==> config.mk <==
export PLATFORM = sky130hd
export DESIGN_NAME = udc_counter
export DESIGN_NICKNAME = d
export VERILOG_FILES = /design/src/core/udc_pkg.sv /design/src/core/udc_pin_if.sv /design/src/core/udc_counter.sv /design/src/core/udc_pin_sync.sv
export SDC_FILE = /design/constraint.sdc
export NUM_CORES = 1
export LEC_CHECK = 0
export BUFFER_PORTS_ARGS = -buffer_cell sky130_fd_sc_hd__buf_2
export CAP_MARGIN = 30
export CORE_MARGIN = 5
export CORE_UTILIZATION = 56
export CTS_CLUSTER_SIZE = 40
export DETAILED_ROUTE_END_ITERATION = 10
export PLACE_DENSITY = 0.83
export SYNTH_ARGS = -nofsm -noshare
export SYNTH_HDL_FRONTEND = slang
export SYNTH_SLANG_ARGS = --single-unit
export TNS_END_PERCENT = 50
==> constraint.sdc <==
create_clock -name i_ref_clk -period 3.1 [get_ports i_ref_clk]
set_input_delay 0.62 -clock i_ref_clk [delete_from_list [all_inputs] [get_ports i_ref_clk]]
set_output_delay 0.62 -clock i_ref_clk [all_outputs]
set_load 0.05 [all_outputs]
==> src/core/udc_pkg.sv <==
// What this block does
// - Four-bit count changes only on up or down clock rising edges, clear, load, CTRL soft clear or soft load, and reset.
// - Up clock rising edge adds one while down clock stays high.
// - Down clock rising edge subtracts one while up clock stays high.
// - Master clear high forces the count to zero over both clocks.
// - Master clear wins over parallel load; preset ignored meanwhile.
// - Load low with clear inactive copies preset bits into the count.
// - Load is active low, clear active high, both independent of count clocks.
// - Carry idles high; low while count is fifteen and up clock low.
// - Borrow idles high; low exactly while count is zero and down clock low.
// - Carry and borrow copy clock waveforms to drive a next stage.
// - Clock low through clear or load: its next rising edge still counts.
// - Count wraps modulo sixteen in both directions.
`default_nettype none

package udc_pkg;

  localparam int unsigned COUNT_W = 4;
  localparam logic [3:0]  COUNT_MAX = 4'hf;
  localparam logic [3:0]  COUNT_ZERO = 4'h0;
  localparam int unsigned TALLY_W = 16;

  ////////////////////////////////////////////////////////////////////////////
  // Pin vector layout into the synchroniser
  localparam int unsigned PIN_W = 8;
  localparam int unsigned PIN_UP = 0;
  localparam int unsigned PIN_DOWN = 1;
  localparam int unsigned PIN_CLEAR = 2;
  localparam int unsigned PIN_LOAD_N = 3;
  localparam int unsigned PIN_PRESET_LSB = 4;
  // Idle levels: clocks and load high, clear and data low
  localparam logic [7:0]  PIN_RESET = 8'h0b;

  ////////////////////////////////////////////////////////////////////////////
  // Register map, byte addresses
  localparam int unsigned ADDR_W = 8;
  localparam logic [7:0]  ADDR_CTRL = 8'h00;
  localparam logic [7:0]  ADDR_LOAD_VALUE = 8'h04;
  localparam logic [7:0]  ADDR_STATUS = 8'h08;
  localparam logic [7:0]  ADDR_EVENTS = 8'h0c;
  localparam logic [7:0]  ADDR_TALLY = 8'h10;

  localparam int unsigned CTRL_SOFT_CLEAR = 0;
  localparam int unsigned CTRL_SOFT_LOAD = 1;
  localparam int unsigned STATUS_CARRY_N = 4;
  localparam int unsigned STATUS_BORROW_N = 5;
  localparam int unsigned STATUS_PIN_LSB = 8;
  localparam int unsigned EVENT_WRAP_UP = 0;
  localparam int unsigned EVENT_WRAP_DOWN = 1;
  localparam int unsigned TALLY_DOWN_LSB = 16;

  localparam logic [3:0]  LOAD_VALUE_RESET = 4'h0;
  localparam logic [1:0]  HTRANS_NONSEQ = 2'h2;
  localparam logic        HRESP_OKAY = 1'h0;

endpackage

`default_nettype wire
==> src/core/udc_pin_if.sv <==
`default_nettype none

interface udc_pin_if #(
  parameter int unsigned WIDTH = 8
);
  logic [WIDTH-1:0] level;
  logic [WIDTH-1:0] rise;

  modport producer (output level, output rise);
  modport consumer (input level, input rise);
endinterface

`default_nettype wire

==> src/core/udc_counter.sv <==
// Added by the designer: the register offsets and the AHB-Lite register port.
`default_nettype none

module udc_counter (
  input  wire logic        i_ref_clk,
  input  wire logic        i_reset_n,
  // Counter pins
  input  wire logic        i_up_count_clock,
  input  wire logic        i_down_count_clock,
  input  wire logic        i_master_clear,
  input  wire logic        i_preset_load_n,
  input  wire logic        i_preset_bit0,
  input  wire logic        i_preset_bit1,
  input  wire logic        i_preset_bit2,
  input  wire logic        i_preset_bit3,
  output logic             o_count_bit0,
  output logic             o_count_bit1,
  output logic             o_count_bit2,
  output logic             o_count_bit3,
  output logic             o_carry_out_n,
  output logic             o_borrow_out_n,
  // AHB-Lite slave
  input  wire logic        i_hsel,
  input  wire logic [31:0] i_haddr,
  input  wire logic [1:0]  i_htrans,
  input  wire logic        i_hwrite,
  input  wire logic [2:0]  i_hsize,
  input  wire logic [31:0] i_hwdata,
  input  wire logic        i_hready,
  output logic [31:0]      o_hrdata,
  output logic             o_hreadyout,
  output logic             o_hresp
);

  ////////////////////////////////////////////////////////////////////////////
  // State

  typedef struct packed {
    logic [3:0]  count;
    logic        carry_n;
    logic        borrow_n;
    logic [3:0]  load_value;
    logic [1:0]  events;
    logic [15:0] up_tally;
    logic [15:0] down_tally;
    logic        wr_pend;
    logic [7:0]  wr_addr;
    logic [31:0] rdata;
  } udc_state_t;

  udc_state_t st_reg;
  udc_state_t st_next;

  ////////////////////////////////////////////////////////////////////////////
  // Pin synchronisers

  udc_pin_if #(.WIDTH(udc_pkg::PIN_W)) pins ();

  logic [udc_pkg::PIN_W-1:0] pin_vec;

  assign pin_vec = {i_preset_bit3, i_preset_bit2, i_preset_bit1, i_preset_bit0,
                    i_preset_load_n, i_master_clear, i_down_count_clock,
                    i_up_count_clock};

  udc_pin_sync #(
    .WIDTH (udc_pkg::PIN_W),
    .RESET (udc_pkg::PIN_RESET)
  ) u_pin_sync (
    .i_ref_clk (i_ref_clk),
    .i_reset_n (i_reset_n),
    .i_pins    (pin_vec),
    .pin_out   (pins.producer)
  );

  logic       up_level;
  logic       down_level;
  logic       up_rise;
  logic       down_rise;
  logic       clear_active;
  logic       load_active;
  logic [3:0] preset_value;

  assign up_level = pins.level[udc_pkg::PIN_UP];
  assign down_level = pins.level[udc_pkg::PIN_DOWN];
  assign up_rise = pins.rise[udc_pkg::PIN_UP];
  assign down_rise = pins.rise[udc_pkg::PIN_DOWN];
  assign clear_active = pins.level[udc_pkg::PIN_CLEAR];
  assign load_active = ~pins.level[udc_pkg::PIN_LOAD_N];
  assign preset_value = pins.level[udc_pkg::PIN_PRESET_LSB +: udc_pkg::COUNT_W];

  ////////////////////////////////////////////////////////////////////////////
  // Bus decode

  logic        addr_valid;
  logic [7:0]  addr_low;
  logic        wr_ctrl;
  logic        wr_load_value;
  logic        wr_events;
  logic        wr_tally;
  logic        soft_clear;
  logic        soft_load;
  logic [31:0] read_word;

  assign addr_valid = i_hsel & i_hready & (i_htrans == udc_pkg::HTRANS_NONSEQ);
  assign addr_low = i_haddr[udc_pkg::ADDR_W-1:0];
  assign wr_ctrl = st_reg.wr_pend & (st_reg.wr_addr == udc_pkg::ADDR_CTRL);
  assign wr_load_value = st_reg.wr_pend & (st_reg.wr_addr == udc_pkg::ADDR_LOAD_VALUE);
  assign wr_events = st_reg.wr_pend & (st_reg.wr_addr == udc_pkg::ADDR_EVENTS);
  assign wr_tally = st_reg.wr_pend & (st_reg.wr_addr == udc_pkg::ADDR_TALLY);
  assign soft_clear = wr_ctrl & i_hwdata[udc_pkg::CTRL_SOFT_CLEAR];
  assign soft_load = wr_ctrl & i_hwdata[udc_pkg::CTRL_SOFT_LOAD];

  // Unmapped offsets and the strobe-only control word read as zero
  always_comb begin
    read_word = 32'h0000_0000;
    case (addr_low)
      udc_pkg::ADDR_LOAD_VALUE: begin
        read_word[udc_pkg::COUNT_W-1:0] = st_reg.load_value;
      end
      udc_pkg::ADDR_STATUS: begin
        read_word[udc_pkg::COUNT_W-1:0] = st_reg.count;
        read_word[udc_pkg::STATUS_CARRY_N] = st_reg.carry_n;
        read_word[udc_pkg::STATUS_BORROW_N] = st_reg.borrow_n;
        read_word[udc_pkg::STATUS_PIN_LSB +: 4] = pins.level[3:0];
      end
      udc_pkg::ADDR_EVENTS: begin
        read_word[1:0] = st_reg.events;
      end
      udc_pkg::ADDR_TALLY: begin
        read_word[udc_pkg::TALLY_W-1:0] = st_reg.up_tally;
        read_word[udc_pkg::TALLY_DOWN_LSB +: udc_pkg::TALLY_W] = st_reg.down_tally;
      end
      default: begin
        read_word = 32'h0000_0000;
      end
    endcase
  end

  ////////////////////////////////////////////////////////////////////////////
  // Next state

  logic       step_up;
  logic       step_down;
  logic [1:0] event_set;
  logic [1:0] event_clr;

  always_comb begin
    st_next = st_reg;
    step_up = 1'b0;
    step_down = 1'b0;
    event_set = 2'h0;
    event_clr = 2'h0;

    // Bus: address phase captured, write data applied in data phase
    st_next.wr_pend = addr_valid & i_hwrite;
    st_next.wr_addr = addr_low;
    if (addr_valid && !i_hwrite) begin
      st_next.rdata = read_word;
    end
    if (wr_load_value) begin
      st_next.load_value = i_hwdata[udc_pkg::COUNT_W-1:0];
    end

    if (clear_active) begin
      st_next.count = udc_pkg::COUNT_ZERO;
    end else if (load_active) begin
      st_next.count = preset_value;
    end else if (soft_clear) begin
      st_next.count = udc_pkg::COUNT_ZERO;
    end else if (soft_load) begin
      st_next.count = st_reg.load_value;
    end else if (up_rise && down_rise) begin
      st_next.count = st_reg.count;
    end else if (up_rise) begin
      step_up = 1'b1;
      st_next.count = st_reg.count + 4'h1;
    end else if (down_rise) begin
      step_down = 1'b1;
      st_next.count = st_reg.count - 4'h1;
    end
    // No other path moves the count
    // Edge history runs through clear and load, so a clock held
    // low there still shows its next rise once they release

    // Carry copies the up clock at terminal count
    st_next.carry_n = ~((st_next.count == udc_pkg::COUNT_MAX) & ~up_level);
    // Borrow copies the down clock at zero
    st_next.borrow_n = ~((st_next.count == udc_pkg::COUNT_ZERO) & ~down_level);

    // Wrap events, set wins over a write-one clear
    event_set[udc_pkg::EVENT_WRAP_UP] = step_up & (st_reg.count == udc_pkg::COUNT_MAX);
    event_set[udc_pkg::EVENT_WRAP_DOWN] = step_down & (st_reg.count == udc_pkg::COUNT_ZERO);
    if (wr_events) begin
      event_clr = i_hwdata[1:0];
    end
    st_next.events = (st_reg.events & ~event_clr) | event_set;

    // Tallies saturate rather than wrap so software sees a ceiling
    if (wr_tally) begin
      st_next.up_tally = 16'h0000;
      st_next.down_tally = 16'h0000;
    end else begin
      if (step_up && (st_reg.up_tally != 16'hffff)) begin
        st_next.up_tally = st_reg.up_tally + 16'h0001;
      end
      if (step_down && (st_reg.down_tally != 16'hffff)) begin
        st_next.down_tally = st_reg.down_tally + 16'h0001;
      end
    end
  end

  ////////////////////////////////////////////////////////////////////////////
  // Registers

  always_ff @(posedge i_ref_clk or negedge i_reset_n) begin
    if (!i_reset_n) begin
      st_reg.count <= 4'h0;
      st_reg.carry_n <= 1'b1;
      st_reg.borrow_n <= 1'b1;
      st_reg.load_value <= udc_pkg::LOAD_VALUE_RESET;
      st_reg.events <= 2'h0;
      st_reg.up_tally <= 16'h0000;
      st_reg.down_tally <= 16'h0000;
      st_reg.wr_pend <= 1'b0;
      st_reg.wr_addr <= 8'h00;
      st_reg.rdata <= 32'h0000_0000;
    end else begin
      st_reg <= st_next;
    end
  end

  ////////////////////////////////////////////////////////////////////////////
  // Outputs

  // Terminal outputs are clock copies for cascading
  assign o_carry_out_n = st_reg.carry_n;
  assign o_borrow_out_n = st_reg.borrow_n;
  assign o_count_bit0 = st_reg.count[0];
  assign o_count_bit1 = st_reg.count[1];
  assign o_count_bit2 = st_reg.count[2];
  assign o_count_bit3 = st_reg.count[3];
  assign o_hrdata = st_reg.rdata;
  // Zero wait states, every access completes OKAY
  assign o_hreadyout = 1'b1;
  assign o_hresp = udc_pkg::HRESP_OKAY;

endmodule

`default_nettype wire

==> src/core/udc_pin_sync.sv <==
`default_nettype none

module udc_pin_sync #(
  parameter int unsigned      WIDTH = 8,
  parameter logic [WIDTH-1:0] RESET = '0
) (
  input  wire logic             i_ref_clk,
  input  wire logic             i_reset_n,
  input  wire logic [WIDTH-1:0] i_pins,
  udc_pin_if.producer           pin_out
);

  typedef struct packed {
    logic [WIDTH-1:0] meta;
    logic [WIDTH-1:0] stable;
    logic [WIDTH-1:0] prior;
  } udc_sync_t;

  udc_sync_t st_reg;
  udc_sync_t st_next;

  always_comb begin
    st_next = st_reg;
    st_next.meta = i_pins;
    st_next.stable = st_reg.meta;
    st_next.prior = st_reg.stable;
  end

  // Reset to idle levels so a released reset shows no false edge
  always_ff @(posedge i_ref_clk or negedge i_reset_n) begin
    if (!i_reset_n) begin
      st_reg <= {RESET, RESET, RESET};
    end else begin
      st_reg <= st_next;
    end
  end

  ////////////////////////////////////////////////////////////////////////////
  for (genvar g = 0; g < WIDTH; g++) begin : g_edge
    assign pin_out.level[g] = st_reg.stable[g];
    assign pin_out.rise[g] = st_reg.stable[g] & ~st_reg.prior[g];
  end

endmodule

`default_nettype wire

==> flow_summary.toml, run 1 <==
[layout]
areaGrowthSynthToFinish_pct = 7.30
final.fill_count = 734
antennaDiodeCount = 0
nets = 618
final_cells = 644
drive_gt1_frac = 0.205
largest_reg_flops = 47

[yosys]
synth_cells = 504
synth_top_family_by_area = "simple AND/OR/NAND/NOR gates"
dominantRegCellSynth = "dfrtp_1"
synth_edf_count = 0
ys_seq_elements = 103
synthArstFlopShare = 1.00
synth_compound_area_frac = 0.109
synthXorXnorAreaFrac = 0.0476
yosys.area.top_type = "dfrtp_1"
synthTopCellsByArea = "dfrtp_1, nand2_1, buf_4, dfstp_2, o21ai_0"
ys_seq_area_frac = 0.521
yosysTopAreaCellShare = 0.468
syn-mean-instance-area_um2 = 9.86
ys_types = 54
syn-num-nets = 591
synth_simple_gate_area_frac = 0.218
synthMuxAreaShare = 0.00881
netlist_area_um2 = 4970
synthAdderAreaFrac = 0.0126
synth_warnings = 0

[cts]
post_cts_resized = 0
cts_buffers = 9
clockBufferDepth = 2
clk_latency_ps = 370
postCtsHoldBufs = 0
cts.sink_count = 103
h-tree-depth = 3
path_clk_slew_ps = 100
cts_tree = "built"
cts_setup_buffers = 0
cts-root-buf = "clkbuf_8"

[hold_path]
hold_class = "input pin to async pin"

[setup_path]
cp_slowest_cell = "dfrtp_1"
start_kind = "register"
cp_num_buf_inv = 1
cp_max_fo = 6
rrSetupSlack_ps = 810
crit_cells = 7
arrival_ps = 2560
path_cells = "inv_1 -> ha_1 -> or3_1 -> a211oi_1 -> mux2_2 -> a22oi_1 -> nand4b_1"
worstRegToRegCells = 7
worstPathRequired_ps = 3370
crit_family = "simple AND/OR/NAND/NOR gates"
slowest_delay_ps = 460
worstSetupPathType = "register to register"
critPathCaptureType = "register"

[global_routing]
grt_usage = 0.193
first_global_vias = 3791
grt_antenna_before_repair = 0
grt.overflow.total = 0
grt_max_degree = 60
grt_pass1_wl_mm = 17.6

[drt]
drt-total-wl_mm = 10.1
dr.first_iter.drc_count = 236
drt_pass1_iterations = 5
ant_nets = 0
post_drt_via_cell_ratio = 5.77
vias = 3717
post_drt_wl_per_cell_um = 15.7
remaining_drc_errors = 0

[sta]
rsz0062_at_grt = "false"
skew_ps = 13.1
layout_min_cycle_time_ps = 2290
drv_slew = 0
final.period_utilization = 0.738
max_freq_mhz = 437
tns_ps = 0
hold_slack_ps = 312
finalHoldViolations = 0
setup_viol = 0
slew_headroom = 0.517
tightest_slew_ps = 724

[placed_design]
place_inst = 628
place_congestion = 0.860
hpwl_mm = 7.30
io_buffers = 64

[pwr]
p_switching_uw = 709
powerDensity_nw_per_um2 = 487
total_power_uw = 2600
pwr-share-comb = 0.098
clockPowerShare = 0.325
vdd_drop_max_v = 0.000239
power.leakage_uw = 0.00238
sw_frac_of_total = 0.273
seqPwrFrac = 0.577
p_int_uw = 1890

[floorplanning]
core_um2 = 8680
initial_utilization = 0.573
die_w_um = 104
rows = 34
die_area_um2 = 10900
die_h_um = 104
boundaryPins = 122

[job]
max-cap-violations = 0

[status]
outcome = "finished clean"
-- layer usage --
layer,global-route usage,part of all wire,up-vias
met4,0.0823,0.026,0
li1,-,-,1776
met3,0.0391,0.056,25
met5,0,0,-
met1,0.246,0.44,1789
met2,0.319,0.48,127
-- cells in the mapped netlist (3+ instances only) --
master	instances
inv_1	13
a22oi_1	7
nand4_1	17
ha_1	5
nand2_1	76
clkbuf_1	14
nand3_1	12
mux2_2	3
a21oi_1	9
and3_1	10
or3_1	7
buf_4	35
dfstp_2	10
nor4_1	6
nor3_1	13
nor2_1	42
xnor2_1	20
nand4b_1	3
dfrtp_1	93
and2b_1	3
o21ai_0	43
a222oi_1	4
buf_2	3
xor2_1	7
and4_1	3
nand2b_1	4
nor4b_1	3
and2_1	3
-- path summary, 6_finish.rpt --
check                                         endpoint                    from
setup reg to reg                         o_carry_out_n            o_count_bit0
setup / recovery                         o_carry_out_n            o_count_bit0
max in group asynchronous               o_borrow_out_n               i_reset_n
hold reg to reg            u_pin_sync.pin_out.level[6]  u_pin_sync.st_next[14]
min in group i_ref_clk          u_pin_sync.st_next[11]         i_preset_load_n
hold / removal                            o_hrdata[26]               i_reset_n
-- placed cells by master (no fill, tap or decap), types with 3 or more instances in the layout --
master	Yosys	layout
nand4b_1	3	3
a21oi_1	9	9
nor2_1	42	41
nor4b_1	3	3
buf_4	35	6
a222oi_1	4	4
and2_1	3	3
dfrtp_1	93	93
nand3_1	12	12
nand4_1	17	17
or3_1	7	7
and3_1	10	10
buf_2	3	63
o21ai_0	43	43
and2b_1	3	3
a22oi_1	7	7
inv_1	13	13
ha_1	5	5
nand2_1	76	76
and4_1	3	3
mux2_2	3	3
clkbuf_8	0	9
nor3_1	13	13
nor4_1	6	6
xnor2_1	20	20
dfstp_2	10	10
nand2b_1	4	3
xor2_1	7	7
-- layout make-up --
type,count,area [um2],area share
tap,108,135,0.0253
inverter,13,48.8,0.00915
clock inverter,6,67.6,0.0127
timing repair buffer,70,380,0.0713
clock buffer,10,128,0.0239
multi-input combinational,334,1980,0.372
sequential,103,2590,0.486
-- cell families (layout without fill, tap and decap cells) --
kind of cell,Yosys count,count (layout)
other,2,2
muxes,4,4
xor gates and xnor gates,27,27
DFF,103,103
buffers and inverters,67,99
and+or+nand+nor,213,213
AOI/OAI and AO/OA,83,83
adders and majority gates,5,5
-- metrics by stage --
stage          area (um2)  setup WS (ps)   util
2_1_floorplan        4970            810      -
3_3_place_gp         5140            713  0.592
3_5_place_dp         5140            656  0.592
4_1_cts              5330            854  0.615
5_1_grt              5330            728  0.615
6_report             5330            813  0.615
-- power groups by stage --
stage          logic, uW  registers (uW)  clock network (uW)
2_1_floorplan        157            1510                   0
3_3_place_gp         246            1520                   0
3_5_place_dp         257            1520                   0
4_1_cts              259            1500                 870
5_1_grt              289            1510                 922
6_report             255            1500                 844
-- worst reg2reg max path, cell delays in order (launching register included) --
cell and delay (ps):
dfrtp_1 460, inv_1 120, ha_1 340, or3_1 380
a211oi_1 360, mux2_2 240, a22oi_1 80, nand4b_1 230
Note: power is estimated with default switching activity, not from simulation.
==> inputs of run 2 (changes only) <==
- CORE_UTILIZATION: 56 -> 48
- PLACE_DENSITY: 0.83 -> 0.76
- clock period: 3.1 -> 2 ns (I/O delays scaled with it)
==> flow_summary.toml, run 2 (synthesized netlist as in run 1, its figures left out) <==
[cts]
postCtsHoldBufs = 0
clk_latency_ps = 360
cts_buffers = 9
cts.sink_count = 103
cts-root-buf = "clkbuf_8"
cts_tree = "built"
h-tree-depth = 3
clockBufferDepth = 2
path_clk_slew_ps = 100

[placed_design]
hpwl_mm = 7.85
io_buffers = 64
place_congestion = 0.900
pre_cts_slack_ps = -96.9
place_inst = 684

[setup_path]
cp_slowest_cell = "dfstp_2"
reg2reg_to = "o_carry_out_n"
start_kind = "register"
worstRegToRegCells = 6
slowest_delay_ps = 540
path_cells = "and2b_1 -> or3_1 -> a211oi_2 -> mux2_4 -> a22oi_1 -> nand4b_1"
r2r_start = "u_pin_sync.st_reg[0]"
crit_family = "simple AND/OR/NAND/NOR gates"
cp_num_buf_inv = 0
worstSetupPathType = "register to register"
arrival_ps = 2290
rrSetupSlack_ps = -30
cp_max_fo = 6
critPathCaptureType = "register"
worstPathRequired_ps = 2260

[sta]
slew_headroom = 0.619
final.period_utilization = 1.01
hold_slack_ps = 61.5
layout_min_cycle_time_ps = 2030
max_freq_mhz = 494
layout_setup_ws_ps = -25.8
rsz0062_at_grt = "true"
skew_ps = 10.2
finalHoldViolations = 0
drv_slew = 0
setup_viol = 2
tightest_slew_ps = 571

[pwr]
vdd_drop_max_v = 0.000457
powerDensity_nw_per_um2 = 688
total_power_uw = 3970
power.leakage_uw = 0.00257

[layout]
layout_common_cells = "dfrtp_1, nand2_1, buf_2"
antennaDiodeCount = 0
final_cells = 705
largest_reg_flops = 47
utilization = 0.564
nets = 651
final_common_cell = "dfrtp_1"
drive_gt1_frac = 0.293
areaGrowthSynthToFinish_pct = 16.2

[global_routing]
grt.overflow.total = 0
grt_antenna_before_repair = 0
grt_pass1_wl_mm = 18.4
grt_usage = 0.177
grt_max_degree = 104
first_global_vias = 3869

[drt]
vias = 3853
drt-total-wl_mm = 11.0
remaining_drc_errors = 0
ant_nets = 0
post_drt_wl_per_cell_um = 15.7
post_drt_via_cell_ratio = 5.47
dr.first_iter.drc_count = 244
drt_pass1_iterations = 4

[floorplanning]
die_area_um2 = 12500
rows = 37
die_h_um = 112
core_um2 = 10200
die_w_um = 112
initial_utilization = 0.486
boundaryPins = 122

[status]
violations = "setup timing"
outcome = "finished with violations"

[hold_path]
hold_class = "input pin to async pin"

[job]
max-cap-violations = 0
run 2: changes by cell type in the layout (fill, tap and decap cells not counted), sizes merged:
cell      before  now
inv           15   13
clkbuf        10   11
buf           70  103
bufinv         1    0
clkinv         1    4
clkinvlp       2    1
run 2: cell type report:
type	count	area (um2)
Clock inverter	5	35.0
Clock buffer	11	141
Fill cell	927	4460
Sequential cell	103	2590
Inverter	13	48.8
Tap cell	136	170
Timing Repair Buffer	103	661
Multi-Input combinational cell	334	2130
run 2: where the power goes:
group	internal [uW]	switching, uW
clock network	488	694
logic	195	279
registers	2190	127
total	2870	1100
run 2: how the worst max path moves through the flow:
| stage | start | to | cells after the start |
|---|---|---|---|
| floorplan | o_count_bit0 | o_carry_out_n | 7 |
| global placement | i_hwdata[1] | st_reg[61] | 7 |
| detailed placement | i_hwdata[1] | st_reg[61] | 7 |
| CTS | st_reg[38] | st_reg[42] | 8 |
| global route | st_reg[36] | o_borrow_out_n | 6 |
| finish | u_pin_sync.st_reg[0] | o_carry_out_n | 6 |
run 2: per-layer routing:
metal | vias up | share of wire | track usage
li1 | 1833 | - | -
met1 | 1894 | 0.42 | 0.226
met2 | 108 | 0.51 | 0.301
met3 | 18 | 0.051 | 0.0424
met4 | 0 | 0.021 | 0.0519
met5 | - | 0 | 0
run 2: timing repair:
item / in CTS / in global routing
pin swaps: 5 / 11
endpoints found under the setup margin: 13 / 23
setup buffers: 2 / 5
resized for setup: 9 / 20
run 2: stage by stage:
step	TNS (ps)	cell area, um2
2_1_floorplan	0	4990
3_3_place_gp	-85.2	5430
3_5_place_dp	-815	5430
4_1_cts	-61.6	5660
5_1_grt	-571	5770
6_report	-30.5	5770
